**config.mk**
```make
export PLATFORM = sky130hd
export DESIGN_NAME = spi_block
export DESIGN_NICKNAME = d
export VERILOG_FILES = /design/src/shared/spi_pkg.sv /design/src/logic/spi_block.sv
export VERILOG_INCLUDE_DIRS = /design/src /design/src/shared
export SDC_FILE = /design/constraint.sdc
export NUM_CORES = 1
export LEC_CHECK = 0
export BUFFER_PORTS_ARGS = -buffer_cell sky130_fd_sc_hd__buf_2
export CAP_MARGIN = 20
export CORE_MARGIN = 3
export CORE_UTILIZATION = 40
export DETAILED_ROUTE_END_ITERATION = 16
export HOLD_SLACK_MARGIN = 0.08
export PLACE_DENSITY = 0.56
export REMOVE_ABC_BUFFERS = 1
export SKIP_LAST_GASP = 1
export SLEW_MARGIN = 5
export SYNTH_ARGS = -nofsm -noshare
export SYNTH_HDL_FRONTEND = slang
export SYNTH_SLANG_ARGS = --single-unit
```
**constraint.sdc**
```tcl
create_clock -name core_clk -period 5.1 [get_ports core_clk]
set_clock_uncertainty 0.1 [all_clocks]
set_input_delay 1.275 -clock core_clk [delete_from_list [all_inputs] [get_ports core_clk]]
set_output_delay 1.275 -clock core_clk [all_outputs]
set_load 0.01 [all_outputs]
```
**src/shared/spi_map.svh**
```systemverilog
// Register offsets, field positions, reset values and divider counts
`ifndef SPI_MAP_SVH
`define SPI_MAP_SVH
`define OFS_CONTROL_A         3'h0
`define OFS_CONTROL_B         3'h1
`define OFS_INTERRUPT_ENABLES 3'h2
`define OFS_INTERRUPT_STATUS  3'h3
`define OFS_TX_RX_BYTE        3'h4
`define RST_REG               8'h00
`define A_BIT_ORDER           6
`define A_MASTER              5
`define A_CLOCK_DOUBLE        4
`define A_DIV_HI              2
`define A_DIV_LO              1
`define A_ENABLE              0
`define B_BUFFERED            7
`define B_WAIT_RECEIVE        6
`define B_SELECT_IGNORE       2
`define B_MODE_HI             1
`define B_MODE_LO             0
`define F_RX_DONE             7
`define F_TX_DONE             6
`define F_EMPTY               5
`define F_SELECT              4
`define F_OVERFLOW            0
`define DIV_CODE4             8'd4
`define DIV_CODE16            8'd16
`define DIV_CODE64            8'd64
`define DIV_CODE128           8'd128
`define EDGES_PER_BYTE        5'd16
`endif

```
**src/shared/spi_pkg.sv**
```systemverilog
// Types shared by the serial peripheral block
package spi_pkg;
  typedef enum logic [1:0] {ST_IDLE, ST_MASTER, ST_SLAVE} engine_state_t;
  typedef struct packed {
    logic sck;
    logic mosi;
    logic miso;
    logic ss_n;
  } pins_in_t;
  typedef struct packed {
    logic sck;
    logic sck_oe;
    logic mosi;
    logic mosi_oe;
    logic miso;
    logic miso_oe;
  } pins_out_t;
endpackage : spi_pkg

```
**src/logic/spi_block.sv**
```systemverilog
// Byte-wide serial peripheral, master or slave, with optional buffering
//
// Behaviour
// - bit_order 0 MSB first, 1 LSB first
// - Low select in master drops master, sets flag
// - Divider gives clock /4, /16, /64, /128
// - clock_double doubles master serial clock
// - No serial activity while disabled
// - buffered_mode adds buffers and separate flags
// - Wait-bit 0: first byte is dummy
// - Wait-bit 1: idle write loads shifter directly
// - select_line_ignore keeps master despite low select
// - Mode field picks sample and setup edges
// - Clock idles at leading edge's opposite level
// - Buffered enables gate flags; otherwise read zero
// - Legacy enable gates transfer-done flag
// - Receive flag tracks unread data, clearable
// - Transfer-done set per byte and fallback
// - Done flag cleared by vector or sequence
// - Transfer-complete set when all sent
// - Collision flag on write during transfer
// - Empty flag reflects transmit buffer state
// - Select-trigger flag on forced fallback
// - Overflow on third byte with buffers full
// - Write starts send; read pops buffer
// - Empty, receive, complete flags rise staggered
// - Slave select high aborts byte
`timescale 1ns/10ps
`include "spi_map.svh"

module spi_block
  import spi_pkg::*;
(
  input  wire logic       core_clk,     // Peripheral clock
  input  wire logic       rst,          // Async reset, active high
  input  wire logic [2:0] reg_addr,     // Register offset
  input  wire logic [7:0] reg_wdata,    // Write data
  input  wire logic       reg_write,    // Write strobe
  input  wire logic       reg_read,     // Read strobe
  output logic      [7:0] reg_rdata,    // Read data, cycle after strobe
  input  wire logic       vector_taken, // Interrupt vector taken
  output logic            irq,          // Interrupt request
  input  wire pins_in_t   pins_in,      // Serial pin inputs
  output pins_out_t       pins_out      // Serial pin outputs and enables
);

  function automatic logic [6:0] half_period(input logic [1:0] code,
                                             input logic dbl);
    logic [7:0] div;
    div = 8'h00;
    case (code)
      2'h0:    div = `DIV_CODE4;
      2'h1:    div = `DIV_CODE16;
      2'h2:    div = `DIV_CODE64;
      default: div = `DIV_CODE128;
    endcase
    // Half period of serial clock, doubled speed halves it
    half_period = dbl ? {1'b0, div[7:2]} : div[7:1];
  endfunction : half_period

  function automatic logic [7:0] shift_in(input logic [7:0] sh,
                                          input logic b,
                                          input logic lsb_first);
    shift_in = lsb_first ? {b, sh[7:1]} : {sh[6:0], b};
  endfunction : shift_in

  function automatic logic first_bit(input logic [7:0] sh,
                                     input logic lsb_first);
    first_bit = lsb_first ? sh[0] : sh[7];
  endfunction : first_bit

  logic [7:0]    control_a;
  logic [7:0]    control_b;
  logic [7:0]    interrupt_enables;
  engine_state_t state;
  logic [7:0]    shreg;
  logic [7:0]    rx_hold;
  logic [7:0]    txbuf;
  logic          txbuf_full;
  logic          pending;
  logic [4:0]    edge_cnt;
  logic [6:0]    half_cnt;
  logic [2:0]    bit_cnt;
  logic          slave_mid;
  logic          sck_prev;
  logic          done;
  logic          done_d1;
  logic          done_d2;
  logic [7:0]    rx_first;
  logic [7:0]    rx_second;
  logic          rx_first_full;
  logic          rx_second_full;
  logic          xfer_flag;
  logic          collision_flag;
  logic          receive_complete_flag;
  logic          transfer_complete_flag;
  logic          select_trigger_flag;
  logic          receive_overflow_flag;
  logic          clear_armed_xfer;
  logic          clear_armed_col;

  logic enable;
  logic master;
  logic bit_order;
  logic buffered_mode;
  logic cpol;
  logic cpha;
  logic wr_data;
  logic rd_data;
  logic busy;
  logic fallback;
  logic direct_load;
  logic txbuf_write;
  logic slave_sel;
  logic lead_edge;
  logic trail_edge;
  logic slave_sample;
  logic slave_setup;
  logic buffer_empty_flag;

  assign enable        = control_a[`A_ENABLE];
  assign master        = control_a[`A_MASTER];
  assign bit_order     = control_a[`A_BIT_ORDER];
  assign buffered_mode = control_b[`B_BUFFERED];
  assign cpol          = control_b[`B_MODE_HI];
  assign cpha          = control_b[`B_MODE_LO];
  assign wr_data       = reg_write && reg_addr == `OFS_TX_RX_BYTE;
  assign rd_data       = reg_read && reg_addr == `OFS_TX_RX_BYTE;
  assign slave_sel     = enable && !master && !pins_in.ss_n;
  assign busy          = state == ST_MASTER ||
                         (state == ST_SLAVE && (bit_cnt != 3'd0 || slave_mid));
  // low select forces slave unless ignored
  assign fallback      = enable && master && !pins_in.ss_n &&
                         !control_b[`B_SELECT_IGNORE];
  // idle write with select high bypasses the buffer when the wait bit is set
  assign direct_load   = wr_data && !busy &&
                         (!buffered_mode ||
                          (control_b[`B_WAIT_RECEIVE] && enable &&
                           pins_in.ss_n && !pending));
  // otherwise buffered writes wait in the transmit buffer
  assign txbuf_write   = wr_data && buffered_mode && !direct_load &&
                         !txbuf_full;
  // empty flag only meaningful in buffered mode
  assign buffer_empty_flag = buffered_mode && !txbuf_full;
  // leading edge leaves the idle level
  assign lead_edge     = pins_in.sck != sck_prev && pins_in.sck != cpol;
  assign trail_edge    = pins_in.sck != sck_prev && pins_in.sck == cpol;
  assign slave_sample  = cpha ? trail_edge : lead_edge;
  assign slave_setup   = cpha ? lead_edge : trail_edge;

  // Configuration registers
  always_ff @(posedge core_clk or posedge rst) begin
    if (rst) begin
      control_a         <= `RST_REG;
      control_b         <= `RST_REG;
      interrupt_enables <= `RST_REG;
    end else begin
      if (reg_write && reg_addr == `OFS_CONTROL_A)
        control_a <= reg_wdata & 8'h77;
      else if (fallback)
        // hardware drops master; software must set it again
        control_a[`A_MASTER] <= 1'b0;
      if (reg_write && reg_addr == `OFS_CONTROL_B)
        control_b <= reg_wdata & 8'hc7;
      if (reg_write && reg_addr == `OFS_INTERRUPT_ENABLES)
        interrupt_enables <= reg_wdata & 8'hf1;
    end
  end

  // Transfer engine and pins
  always_ff @(posedge core_clk or posedge rst) begin
    if (rst) begin
      state     <= ST_IDLE;
      shreg     <= 8'h00;
      rx_hold   <= 8'h00;
      pending   <= 1'b0;
      edge_cnt  <= 5'd0;
      half_cnt  <= 7'd0;
      bit_cnt   <= 3'd0;
      slave_mid <= 1'b0;
      sck_prev  <= 1'b0;
      done      <= 1'b0;
      pins_out  <= '0;
    end else begin
      done     <= 1'b0;
      sck_prev <= pins_in.sck;
      pins_out.sck_oe  <= enable && master;
      pins_out.mosi_oe <= enable && master;
      pins_out.miso_oe <= slave_sel;
      // data write or buffer move starts the next byte
      if (direct_load) begin
        shreg   <= reg_wdata;
        pending <= 1'b1;
      end else if (done && buffered_mode && txbuf_full) begin
        shreg   <= txbuf;
        pending <= 1'b1;
      end
      if (!enable || fallback) begin
        state        <= ST_IDLE;
        pins_out.sck <= cpol;
      end else begin
        case (state)
          ST_IDLE: begin
            // clock rests at the mode's idle level
            pins_out.sck <= cpol;
            bit_cnt      <= 3'd0;
            slave_mid    <= 1'b0;
            if (!master) begin
              state <= ST_SLAVE;
            // Buffer move needs a clock so the first bit is the new byte's
            end else if (pending || (buffered_mode && txbuf_full && !done)) begin
              state         <= ST_MASTER;
              edge_cnt      <= 5'd0;
              // divider applies in master mode only
              // doubled rate shortens the half period
              half_cnt      <= half_period(control_a[`A_DIV_HI:`A_DIV_LO],
                                           control_a[`A_CLOCK_DOUBLE]) - 7'd1;
              pins_out.mosi <= first_bit(shreg, bit_order);
              if (!direct_load)
                pending <= 1'b0;
            end
          end
          ST_MASTER: begin
            if (half_cnt != 7'd0) begin
              half_cnt <= half_cnt - 7'd1;
            end else begin
              half_cnt <= half_period(control_a[`A_DIV_HI:`A_DIV_LO],
                                      control_a[`A_CLOCK_DOUBLE]) - 7'd1;
              edge_cnt     <= edge_cnt + 5'd1;
              pins_out.sck <= ~pins_out.sck;
              // even edges lead; phase bit picks sample edge
              if (edge_cnt[0] == cpha) begin
                shreg <= shift_in(shreg, pins_in.miso, bit_order);
              end else begin
                pins_out.mosi <= first_bit(shreg, bit_order);
              end
              if (edge_cnt == `EDGES_PER_BYTE - 5'd1) begin
                state   <= ST_IDLE;
                done    <= 1'b1;
                // Trailing-edge sampling takes its last bit on this edge
                rx_hold <= cpha ? shift_in(shreg, pins_in.miso, bit_order) :
                                  shreg;
              end
            end
          end
          ST_SLAVE: begin
            if (master) begin
              state <= ST_IDLE;
            end else if (pins_in.ss_n) begin
              bit_cnt   <= 3'd0;
              slave_mid <= 1'b0;
              pins_out.miso <= first_bit(shreg, bit_order);
            end else if (slave_sample) begin
              shreg     <= shift_in(shreg, pins_in.mosi, bit_order);
              slave_mid <= 1'b1;
              bit_cnt   <= bit_cnt + 3'd1;
              if (bit_cnt == 3'd7) begin
                done    <= 1'b1;
                rx_hold <= shift_in(shreg, pins_in.mosi, bit_order);
              end
            end else if (slave_setup) begin
              pins_out.miso <= first_bit(shreg, bit_order);
              slave_mid     <= 1'b0;
            end else if (bit_cnt == 3'd0 && !slave_mid) begin
              pins_out.miso <= first_bit(shreg, bit_order);
            end
          end
          default: state <= ST_IDLE;
        endcase
      end
    end
  end

  // Transmit buffer and receive buffers
  always_ff @(posedge core_clk or posedge rst) begin
    if (rst) begin
      txbuf          <= 8'h00;
      txbuf_full     <= 1'b0;
      rx_first       <= 8'h00;
      rx_second      <= 8'h00;
      rx_first_full  <= 1'b0;
      rx_second_full <= 1'b0;
      done_d1        <= 1'b0;
      done_d2        <= 1'b0;
    end else begin
      // empty, then receive, then complete, one clock apart
      done_d1 <= done;
      done_d2 <= done_d1;
      if (done && txbuf_full)
        txbuf_full <= 1'b0;
      else if (txbuf_write) begin
        txbuf      <= reg_wdata;
        txbuf_full <= 1'b1;
      end
      if (!buffered_mode) begin
        txbuf_full     <= 1'b0;
        rx_first_full  <= 1'b0;
        rx_second_full <= 1'b0;
      end else begin
        // a read pops the second buffer, first moves down
        if (rd_data) begin
          rx_second      <= rx_first;
          rx_second_full <= rx_first_full;
          rx_first_full  <= 1'b0;
        end
        if (done_d1) begin
          if (!rx_second_full || (rd_data && !rx_first_full)) begin
            if (rd_data)
              rx_second <= rx_hold;
            else
              rx_second <= rx_hold;
            rx_second_full <= 1'b1;
          end else if (!rx_first_full || rd_data) begin
            rx_first      <= rx_hold;
            rx_first_full <= 1'b1;
          end
        end
      end
    end
  end

  // Status flags; a set in the same cycle beats a clear
  always_ff @(posedge core_clk or posedge rst) begin
    if (rst) begin
      xfer_flag              <= 1'b0;
      collision_flag         <= 1'b0;
      receive_complete_flag  <= 1'b0;
      transfer_complete_flag <= 1'b0;
      select_trigger_flag    <= 1'b0;
      receive_overflow_flag  <= 1'b0;
      clear_armed_xfer       <= 1'b0;
      clear_armed_col        <= 1'b0;
    end else begin
      // arm on status read, clear on data access
      if (reg_read && reg_addr == `OFS_INTERRUPT_STATUS) begin
        clear_armed_xfer <= xfer_flag;
        clear_armed_col  <= collision_flag;
      end else if (rd_data || wr_data) begin
        clear_armed_xfer <= 1'b0;
        clear_armed_col  <= 1'b0;
      end
      // byte end or fallback sets transfer-done
      if (!buffered_mode && (done || fallback))
        xfer_flag <= 1'b1;
      else if (vector_taken ||
               (clear_armed_xfer && (rd_data || wr_data)))
        xfer_flag <= 1'b0;
      // data write during a byte collides
      if (!buffered_mode && wr_data && busy)
        collision_flag <= 1'b1;
      else if (clear_armed_col && (rd_data || wr_data))
        collision_flag <= 1'b0;
      // set on push, drops when buffer drains or written one
      if (buffered_mode && done_d1)
        receive_complete_flag <= 1'b1;
      else if (!buffered_mode || (rd_data && !rx_first_full) ||
               (reg_write && reg_addr == `OFS_INTERRUPT_STATUS &&
                reg_wdata[`F_RX_DONE]))
        receive_complete_flag <= 1'b0;
      // nothing left in shifter or buffer
      if (buffered_mode && done_d2 && !txbuf_full && !pending && !busy)
        transfer_complete_flag <= 1'b1;
      else if (!buffered_mode ||
               (reg_write && reg_addr == `OFS_INTERRUPT_STATUS &&
                reg_wdata[`F_TX_DONE]))
        transfer_complete_flag <= 1'b0;
      // forced fallback noted in buffered mode
      if (buffered_mode && fallback)
        select_trigger_flag <= 1'b1;
      else if (!buffered_mode ||
               (reg_write && reg_addr == `OFS_INTERRUPT_STATUS &&
                reg_wdata[`F_SELECT]))
        select_trigger_flag <= 1'b0;
      // third byte while both stages hold data
      if (buffered_mode && done_d1 && rx_first_full && rx_second_full &&
          !rd_data)
        receive_overflow_flag <= 1'b1;
      else if (!buffered_mode || rd_data)
        receive_overflow_flag <= 1'b0;
    end
  end

  // Read data and interrupt output
  always_ff @(posedge core_clk or posedge rst) begin
    if (rst) begin
      reg_rdata <= 8'h00;
      irq       <= 1'b0;
    end else begin
      // any flag but overflow and collision with its enable
      if (buffered_mode)
        irq <= |({receive_complete_flag, transfer_complete_flag,
                  buffer_empty_flag, select_trigger_flag} &
                 interrupt_enables[7:4]);
      else
        irq <= xfer_flag && interrupt_enables[0];
      if (reg_read) begin
        case (reg_addr)
          `OFS_CONTROL_A:         reg_rdata <= control_a;
          `OFS_CONTROL_B:         reg_rdata <= control_b;
          // buffered enables read zero in plain mode
          `OFS_INTERRUPT_ENABLES: reg_rdata <= buffered_mode ?
                                    interrupt_enables :
                                    (interrupt_enables & 8'h01);
          `OFS_INTERRUPT_STATUS:  reg_rdata <= buffered_mode ?
              {receive_complete_flag, transfer_complete_flag,
               buffer_empty_flag, select_trigger_flag, 3'h0,
               receive_overflow_flag} :
              {xfer_flag, collision_flag, 6'h00};
          `OFS_TX_RX_BYTE:        reg_rdata <= buffered_mode ?
                                    rx_second : rx_hold;
          default:                reg_rdata <= 8'h00;
        endcase
      end else begin
        reg_rdata <= 8'h00;
      end
    end
  end

endmodule : spi_block

```
==> results of run 1 <==
-- through the flow --
step	std cells	utilization	cell area, um2	total power [mW]	hold WS [ns]
floorplan	496	-	5310	1.77	0.339
global placement	705	0.443	5720	2.01	0.363
detailed placement	705	0.443	5720	2.03	0.378
CTS	721	0.465	6010	2.72	0.397
global route	722	0.466	6020	2.87	0.419
finish	722	0.466	6020	2.70	0.394
-- how the worst min path moves through the flow --
stage               cells after the start                       end                    start
floorplan                               0         done_d2$_DFF_PP0_        done_d1$_DFF_PP0_
global placement                        2  rx_second[0]$_DFFE_PP0P_  rx_first[0]$_DFFE_PP0P_
detailed placement                      2  rx_second[2]$_DFFE_PP0P_  rx_first[2]$_DFFE_PP0P_
CTS                                     2  rx_second[2]$_DFFE_PP0P_  rx_first[2]$_DFFE_PP0P_
global route                            2  rx_second[1]$_DFFE_PP0P_  rx_first[1]$_DFFE_PP0P_
finish                                  2  rx_second[2]$_DFFE_PP0P_  rx_first[2]$_DFFE_PP0P_
-- area by class of cell --
class / count / area, um2
Tap cell: 172 / 215
Timing Repair Buffer: 38 / 198
Sequential cell: 104 / 2600
Multi-Input combinational cell: 364 / 2610
Clock inverter: 6 / 50.0
Clock buffer: 10 / 239
Fill cell: 1253 / 6910
Inverter: 28 / 108
-- registers in the layout (all words and copies together), names as in the netlist, 2 cells and up --
| register | count |
|---|---|
| edge_cnt | 5 |
| state | 2 |
| rx_first | 8 |
| rx_second | 8 |
| half_cnt | 7 |
| rx_hold | 8 |
| control_b | 5 |
| txbuf | 8 |
| pins_out | 5 |
| interrupt_enables | 5 |
| shreg | 8 |
| reg_rdata | 8 |
| control_a | 6 |
| bit_cnt | 3 |
-- metal layers --
layer  global-route usage  up-vias  routed length (um)
li1                     -     1974                   -
met1                0.272     2112                6550
met2                0.290      112                6170
met3               0.0452       23                 772
met4               0.0826        0                 350
met5                    0        -                   0
-- synthesized netlist by cell type (all sizes together), types with 3 or more instances --
master / n
a21boi: 3
a21oi: 31
a221oi: 6
a222oi: 10
a22oi: 6
a31oi: 5
a32o: 5
and2: 5
and3: 7
buf: 6
clkbuf: 20
dfrtp: 104
ha: 9
inv: 28
mux2: 49
mux2i: 19
nand2: 50
nand2b: 3
nand3: 14
nand4: 3
nor2: 31
nor2b: 6
nor3: 7
o211ai: 3
o21ai: 36
o21bai: 3
o22ai: 10
o31ai: 5
-- report_power, final --
group / total, mW / switching [mW] / internal, mW
Clock: 0.684 / 0.332 / 0.352
Sequential: 1.21 / 0.210 / 1.00
Combinational: 0.804 / 0.448 / 0.356
Total: 2.70 / 0.990 / 1.71
-- critical path, stage by stage, from the launching register on --
cell	delay, ns
dfrtp_1	0.41
ha_1	0.51
or4b_4	0.65
a221oi_2	0.98
nor2_1	0.11
a21oi_1	0.16
o22ai_1	0.10
-- kinds of logic (layout without fill, tap and decap cells) --
family | Yosys count | in the layout | synth area share
simple gates | 144 | 144 | 0.137
fa+ha+maj | 9 | 9 | 0.0208
flops | 104 | 104 | 0.480
compound gates | 141 | 141 | 0.183
buf+inv | 54 | 82 | 0.0395
xor+xnor | 2 | 2 | 0.00323
mux | 68 | 68 | 0.137
==> run_summary.xml, run 1 <==
<?xml version="1.0" encoding="UTF-8"?>
<metrics>
  <group name="route">
    <metric name="drt_first_iter_violations" unit="">293</metric>
    <metric name="route.final.wire_length" unit="mm">13.8</metric>
    <metric name="drtAntennaViolNets" unit="">0</metric>
    <metric name="routed-via-count" unit="">4221</metric>
    <metric name="drc" unit="">0</metric>
    <metric name="mean_number_of_vias_per_cell" unit="">5.85</metric>
    <metric name="drt-wirelength-per-cell" unit="um">19.2</metric>
    <metric name="drt_first_pass_iters" unit="">4</metric>
  </group>
  <group name="critical_path">
    <metric name="worst_setup_path_end_kind" unit="">register</metric>
    <metric name="setup.worst_path.start_class" unit="">register</metric>
    <metric name="endpoint" unit="">shreg[5]$_DFF_PP0_</metric>
    <metric name="endpoint_of_the_lowest_slack_register_to_register_path" unit="">shreg[5]$_DFF_PP0_</metric>
    <metric name="ff2ff_path_depth" unit="">6</metric>
    <metric name="r2r_setup_slack" unit="ns">1.92</metric>
    <metric name="critical_path_arrival" unit="ns">3.28</metric>
    <metric name="crit_fanout" unit="">20</metric>
    <metric name="critical_path_class" unit="">reg2reg</metric>
    <metric name="worstSetupStartpoint" unit="">state[0]$_DFFE_PP0P_</metric>
    <metric name="r2r_startpoint" unit="">state[0]$_DFFE_PP0P_</metric>
    <metric name="cp_data_required_time" unit="ns">5.20</metric>
  </group>
  <group name="clock_network">
    <metric name="clk_pin_slew_worst_paths" unit="ns">0.07</metric>
    <metric name="tritoncts_clock_tree" unit="">built</metric>
    <metric name="max-clock-path-buffers" unit="">2</metric>
    <metric name="worst_skew_pair.late_latency" unit="ns">0.36</metric>
    <metric name="clock_root_buffer_master" unit="">clkbuf_16</metric>
    <metric name="tritoncts.num_buffers" unit="">9</metric>
    <metric name="ctsResizeCount" unit="">0</metric>
    <metric name="hold_fix_buffers_at_cts" unit="">0</metric>
    <metric name="h-tree-depth" unit="">3</metric>
    <metric name="numClockSinks" unit="">104</metric>
    <metric name="post_cts_buffers" unit="">0</metric>
  </group>
  <group name="finish">
    <metric name="insertedDiodeCount" unit="">0</metric>
    <metric name="nNetsFinal" unit="">574</metric>
    <metric name="final_cell_mix" unit="">dfrtp_1 (104), nand2_1 (50), mux2_2 (49)</metric>
    <metric name="post_route_cells_drive_above_1_share" unit="">0.218</metric>
    <metric name="layout.cells.most_common" unit="">dfrtp_1</metric>
    <metric name="area.growth.synth_to_final" unit="%">11.0</metric>
  </group>
  <group name="sta">
    <metric name="clock.fmax" unit="GHz">0.314</metric>
    <metric name="drv_slew" unit="">0</metric>
    <metric name="slew_headroom" unit="">0.222</metric>
    <metric name="finalSetupViolations" unit="">0</metric>
    <metric name="final.min_clock_period" unit="ns">3.18</metric>
    <metric name="timing.final.hold_violations" unit="">0</metric>
    <metric name="tns" unit="ns">0</metric>
    <metric name="rsz_0062_raised_after_global_routing" unit="">no</metric>
    <metric name="final.period_utilization" unit="">0.624</metric>
    <metric name="worst-slew-pin-transition" unit="ns">1.17</metric>
    <metric name="timing.final.ws_setup" unit="ns">1.92</metric>
  </group>
  <group name="pwr">
    <metric name="leakage" unit="nW">2.78</metric>
    <metric name="worst_ir_drop_vdd" unit="V">0.000210</metric>
    <metric name="power-per-cell-area" unit="mW/mm2">448</metric>
  </group>
  <group name="floorplanning">
    <metric name="core_region_area" unit="mm2">0.0129</metric>
    <metric name="dieWidth" unit="um">122</metric>
    <metric name="io_pins" unit="">35</metric>
    <metric name="floorplan.initialDensity" unit="">0.419</metric>
    <metric name="dieHeight" unit="um">122</metric>
    <metric name="rows" unit="">41</metric>
    <metric name="dieArea" unit="mm2">0.0150</metric>
  </group>
  <group name="grt">
    <metric name="grt_antenna_before_repair" unit="">0</metric>
    <metric name="groute.usage.overall" unit="">0.194</metric>
    <metric name="grt_max_degree" unit="">47</metric>
    <metric name="via_count_of_the_first_global_routing_pass" unit="">4029</metric>
    <metric name="grt_first_pass_wirelength" unit="mm">22.2</metric>
    <metric name="grt.overflow.total" unit="">0</metric>
  </group>
  <group name="yosys">
    <metric name="synth_flop_cell" unit="">dfrtp_1</metric>
    <metric name="asyncSetResetFlopFracSynth" unit="">1.00</metric>
    <metric name="mappedNetlistArea" unit="mm2">0.00542</metric>
    <metric name="synthDominantAreaCellType" unit="">dfrtp_1</metric>
    <metric name="yosys.area.top_type_share" unit="">0.480</metric>
    <metric name="yosysSeqAreaShare" unit="">0.480</metric>
    <metric name="synth-seq-cells" unit="">104</metric>
    <metric name="number_of_enable_flip_flop_cells_after_synthesis" unit="">0</metric>
    <metric name="syn_inst" unit="">522</metric>
    <metric name="yosys_warnings" unit="">0</metric>
    <metric name="postSynthAreaPerCell" unit="um2">10.4</metric>
    <metric name="ys_top_cells_by_area" unit="">dfrtp_1 (48%), mux2_2 (10%), mux2i_1 (3.5%)</metric>
    <metric name="netlist-cell-type-count" unit="">64</metric>
  </group>
  <group name="placed_design">
    <metric name="finalWeightedCongestion" unit="">0.874</metric>
    <metric name="dp_hpwl" unit="mm">9.84</metric>
    <metric name="place.port_buffers" unit="">34</metric>
    <metric name="dp_slack" unit="ns">1.64</metric>
  </group>
  <group name="flow_run">
    <metric name="max_cap_violations" unit="">0</metric>
  </group>
  <group name="outcome">
    <metric name="outcome" unit="">completed</metric>
  </group>
  <group name="worst_hold_path">
    <metric name="hp-class" unit="">reg2reg</metric>
  </group>
</metrics>
Power figures use the tool's default switching activity.
==> inputs of run 2 (changes only) <==
--- a/config.mk
+++ b/config.mk
@@ -6,13 +6,14 @@
 export SDC_FILE = /design/constraint.sdc
 export NUM_CORES = 1
 export LEC_CHECK = 0
+export ABC_AREA = 1
 export BUFFER_PORTS_ARGS = -buffer_cell sky130_fd_sc_hd__buf_2
 export CAP_MARGIN = 20
 export CORE_MARGIN = 3
 export CORE_UTILIZATION = 40
 export DETAILED_ROUTE_END_ITERATION = 16
 export HOLD_SLACK_MARGIN = 0.08
-export PLACE_DENSITY = 0.56
+export PLACE_DENSITY = 0.57
 export REMOVE_ABC_BUFFERS = 1
 export SKIP_LAST_GASP = 1
 export SLEW_MARGIN = 5
==> constraint.sdc (replaced) <==
create_clock -name core_clk -period 2.85 [get_ports core_clk]
set_clock_uncertainty 0.1 [all_clocks]
set_input_delay 0.7125 -clock core_clk [delete_from_list [all_inputs] [get_ports core_clk]]
set_output_delay 0.7125 -clock core_clk [all_outputs]
set_load 0.01 [all_outputs]
==> run 2 against run 1 <==
- register-to-register slack got worse by 1.3 ns
- die area rose by 5.5%
- critical path depth rose by 2
- critical path type unchanged
==> run_summary.xml, run 2 <==
<?xml version="1.0" encoding="UTF-8"?>
<metrics>
  <group name="placed_design">
    <metric name="place.port_buffers" unit="">34</metric>
    <metric name="dp_hpwl" unit="mm">10.9</metric>
    <metric name="finalWeightedCongestion" unit="">0.850</metric>
  </group>
  <group name="grt">
    <metric name="grt_max_degree" unit="">38</metric>
    <metric name="grt_first_pass_wirelength" unit="mm">24.3</metric>
    <metric name="grt_antenna_before_repair" unit="">0</metric>
    <metric name="via_count_of_the_first_global_routing_pass" unit="">4792</metric>
    <metric name="groute.usage.overall" unit="">0.189</metric>
    <metric name="grt.overflow.total" unit="">0</metric>
  </group>
  <group name="pwr">
    <metric name="worst_ir_drop_vdd" unit="V">0.000487</metric>
    <metric name="power-per-cell-area" unit="mW/mm2">771</metric>
    <metric name="total_power" unit="mW">4.89</metric>
    <metric name="leakage" unit="nW">3.17</metric>
  </group>
  <group name="clock_network">
    <metric name="clock_root_buffer_master" unit="">clkbuf_16</metric>
    <metric name="hold_fix_buffers_at_cts" unit="">0</metric>
    <metric name="post_cts_buffers" unit="">0</metric>
    <metric name="max-clock-path-buffers" unit="">2</metric>
    <metric name="tritoncts_clock_tree" unit="">built</metric>
    <metric name="tritoncts.num_buffers" unit="">9</metric>
    <metric name="ctsResizeCount" unit="">0</metric>
    <metric name="clk_pin_slew_worst_paths" unit="ns">0.07</metric>
    <metric name="worst_skew_pair.late_latency" unit="ns">0.35</metric>
    <metric name="numClockSinks" unit="">104</metric>
    <metric name="h-tree-depth" unit="">3</metric>
  </group>
  <group name="route">
    <metric name="routed-via-count" unit="">5008</metric>
    <metric name="drt_first_pass_iters" unit="">5</metric>
    <metric name="drt-wirelength-per-cell" unit="um">14.9</metric>
    <metric name="drtAntennaViolNets" unit="">0</metric>
    <metric name="route.final.wire_length" unit="mm">14.4</metric>
    <metric name="drc" unit="">0</metric>
    <metric name="mean_number_of_vias_per_cell" unit="">5.16</metric>
    <metric name="drt_first_iter_violations" unit="">446</metric>
  </group>
  <group name="yosys">
    <metric name="mappedNetlistArea" unit="mm2">0.00574</metric>
    <metric name="synth_flop_cell" unit="">dfrtp_1</metric>
    <metric name="ys_top_cells_by_area" unit="">dfrtp_1 (45%), nand2_1 (16%), o21ai_0 (6.0%)</metric>
    <metric name="synthDominantAreaCellType" unit="">dfrtp_1</metric>
    <metric name="yosys.cell_count.top_type" unit="">nand2_1</metric>
    <metric name="yosys.area.top_type_share" unit="">0.454</metric>
    <metric name="synth.cells.most_frequent" unit="">nand2_1 (246), dfrtp_1 (104), inv_1 (84)</metric>
    <metric name="yosys_warnings" unit="">0</metric>
    <metric name="number_of_enable_flip_flop_cells_after_synthesis" unit="">0</metric>
    <metric name="postSynthAreaPerCell" unit="um2">7.57</metric>
    <metric name="syn_inst" unit="">758</metric>
    <metric name="yosysSeqAreaShare" unit="">0.454</metric>
    <metric name="netlist-cell-type-count" unit="">40</metric>
    <metric name="synth-seq-cells" unit="">104</metric>
    <metric name="asyncSetResetFlopFracSynth" unit="">1.00</metric>
  </group>
  <group name="floorplanning">
    <metric name="core_region_area" unit="mm2">0.0139</metric>
    <metric name="dieArea" unit="mm2">0.0158</metric>
    <metric name="floorplan.initialDensity" unit="">0.412</metric>
    <metric name="rows" unit="">43</metric>
    <metric name="dieHeight" unit="um">126</metric>
    <metric name="dieWidth" unit="um">126</metric>
    <metric name="io_pins" unit="">35</metric>
  </group>
  <group name="critical_path">
    <metric name="worst_path_largest_cell_delay" unit="ns">0.51</metric>
    <metric name="crit_fanout" unit="">15</metric>
    <metric name="critical_path_arrival" unit="ns">2.40</metric>
    <metric name="worst_setup_path_end_kind" unit="">register</metric>
    <metric name="critical_path_class" unit="">reg2reg</metric>
    <metric name="critical_path.slowest_cell" unit="">nor3_4</metric>
    <metric name="setup.worst_path.start_class" unit="">register</metric>
    <metric name="cp_data_required_time" unit="ns">3.03</metric>
    <metric name="cp_common_cell" unit="">inv_1</metric>
    <metric name="critical_path.cell_chain" unit="">inv_1 &gt; ha_1 &gt; nor2_1 &gt; inv_1 &gt; nand2_1 &gt; nor3_4 &gt; nand3_1 &gt; o21ai_1</metric>
  </group>
  <group name="sta">
    <metric name="rsz_0062_raised_after_global_routing" unit="">no</metric>
    <metric name="tns" unit="ns">0</metric>
    <metric name="worst-slew-pin-transition" unit="ns">0.638</metric>
    <metric name="final.min_clock_period" unit="ns">2.22</metric>
    <metric name="drv_slew" unit="">0</metric>
    <metric name="clock.fmax" unit="GHz">0.451</metric>
    <metric name="final.period_utilization" unit="">0.779</metric>
    <metric name="slew_headroom" unit="">0.573</metric>
    <metric name="timing.final.hold_violations" unit="">0</metric>
    <metric name="finalSetupViolations" unit="">0</metric>
  </group>
  <group name="finish">
    <metric name="multiInputGateArea" unit="mm2">0.00267</metric>
    <metric name="fillers" unit="">1417</metric>
    <metric name="insertedDiodeCount" unit="">0</metric>
    <metric name="area.growth.synth_to_final" unit="%">10.6</metric>
    <metric name="post_route_cells_drive_above_1_share" unit="">0.120</metric>
    <metric name="nNetsFinal" unit="">815</metric>
    <metric name="layout.area.seq" unit="mm2">0.00260</metric>
    <metric name="layout.cells.most_common" unit="">nand2_1</metric>
    <metric name="final_cell_mix" unit="">nand2_1 (246), dfrtp_1 (104), inv_1 (83)</metric>
  </group>
  <group name="outcome">
    <metric name="outcome" unit="">completed</metric>
  </group>
  <group name="flow_run">
    <metric name="max_cap_violations" unit="">0</metric>
  </group>
  <group name="worst_hold_path">
    <metric name="hp-class" unit="">in2async</metric>
  </group>
</metrics>
[run 2: cell types whose count changed after synthesis, moves of 18 or more]
| cell | delta |
|---|---|
| nand3_1 | +51 |
| o21ai_0 | +33 |
| o21ai_1 | +20 |
| nand2_1 | +196 |
| mux2i_1 | -18 |
| inv_1 | +57 |
| mux2_2 | -49 |
[run 2: logic make-up (layout without fill, tap and decap cells)]
logic type	Yosys count	count (layout)	synth area share
AO/OA/AOI/OAI	138	138	0.136
XOR/XNOR	4	4	0.00611
adder cells (fa/ha/maj)	9	9	0.0196
buffers and inverters	111	144	0.0809
flip-flops	104	104	0.454
multiplexers	1	1	0.00174
AND/OR/NAND/NOR	391	391	0.302
[run 2: final cells by class]
cell class,count,share of cell area
clock buffers,11,0.0398
clock inverters,5,0.00611
inverters,89,0.0530
multi-input cells,543,0.421
flip-flops and latches,104,0.410
well taps,180,0.0355
repair buffers,39,0.0347
[run 2: where the power goes]
| group | internal, mW | switching, mW |
|---|---|---|
| clock network | 0.647 | 0.569 |
| registers | 1.82 | 0.281 |
| logic | 0.531 | 1.05 |
[run 2: metrics by stage]
stage	area, um2	hold WS [ns]	utilization	setup slack (ns)	cells
finish	6350	0.281	0.455	0.631	971
global route	6350	0.309	0.455	0.437	971
CTS	6350	0.299	0.455	0.637	971
detailed placement	6050	0.315	0.434	0.544	955
global placement	6050	0.313	0.434	0.641	955
floorplan	5610	0.274	-	-0.695	736
[run 2: path summary, 6_finish.rpt]
check                                startpoint  depth (start not counted)                 endpoint  slack (ns)
hold / removal                              rst                          2   reg_rdata[2]$_DFF_PP0_        0.28
hold reg to reg                  done$_DFF_PP0_                          0        done_d1$_DFF_PP0_        0.33
max in group asynchronous                   rst                          3     txbuf[0]$_DFFE_PP0P_        1.71
min in group core_clk            done$_DFF_PP0_                          0        done_d1$_DFF_PP0_        0.33
setup reg to reg           state[1]$_DFFE_PP0P_                          8  half_cnt[1]$_DFFE_PP0P_        0.63
setup / recovery           state[1]$_DFFE_PP0P_                          8  half_cnt[1]$_DFFE_PP0P_        0.63
[run 2: metal layers]
layer,track usage,up-vias,share of wire
li1,-,2514,-
met1,0.273,2349,0.50
met2,0.284,128,0.44
met3,0.0466,17,0.046
met4,0.0530,0,0.019
met5,0,-,0
[run 2: critical path, delay by kind of cell (launching register included)]
kind / cells / cell delay, ns
AOI/OAI and AO/OA: 1 / 0.11
adders and majority gates: 1 / 0.48
and+or+nand+nor: 4 / 0.85
buffers and inverters: 2 / 0.19
DFF: 1 / 0.40
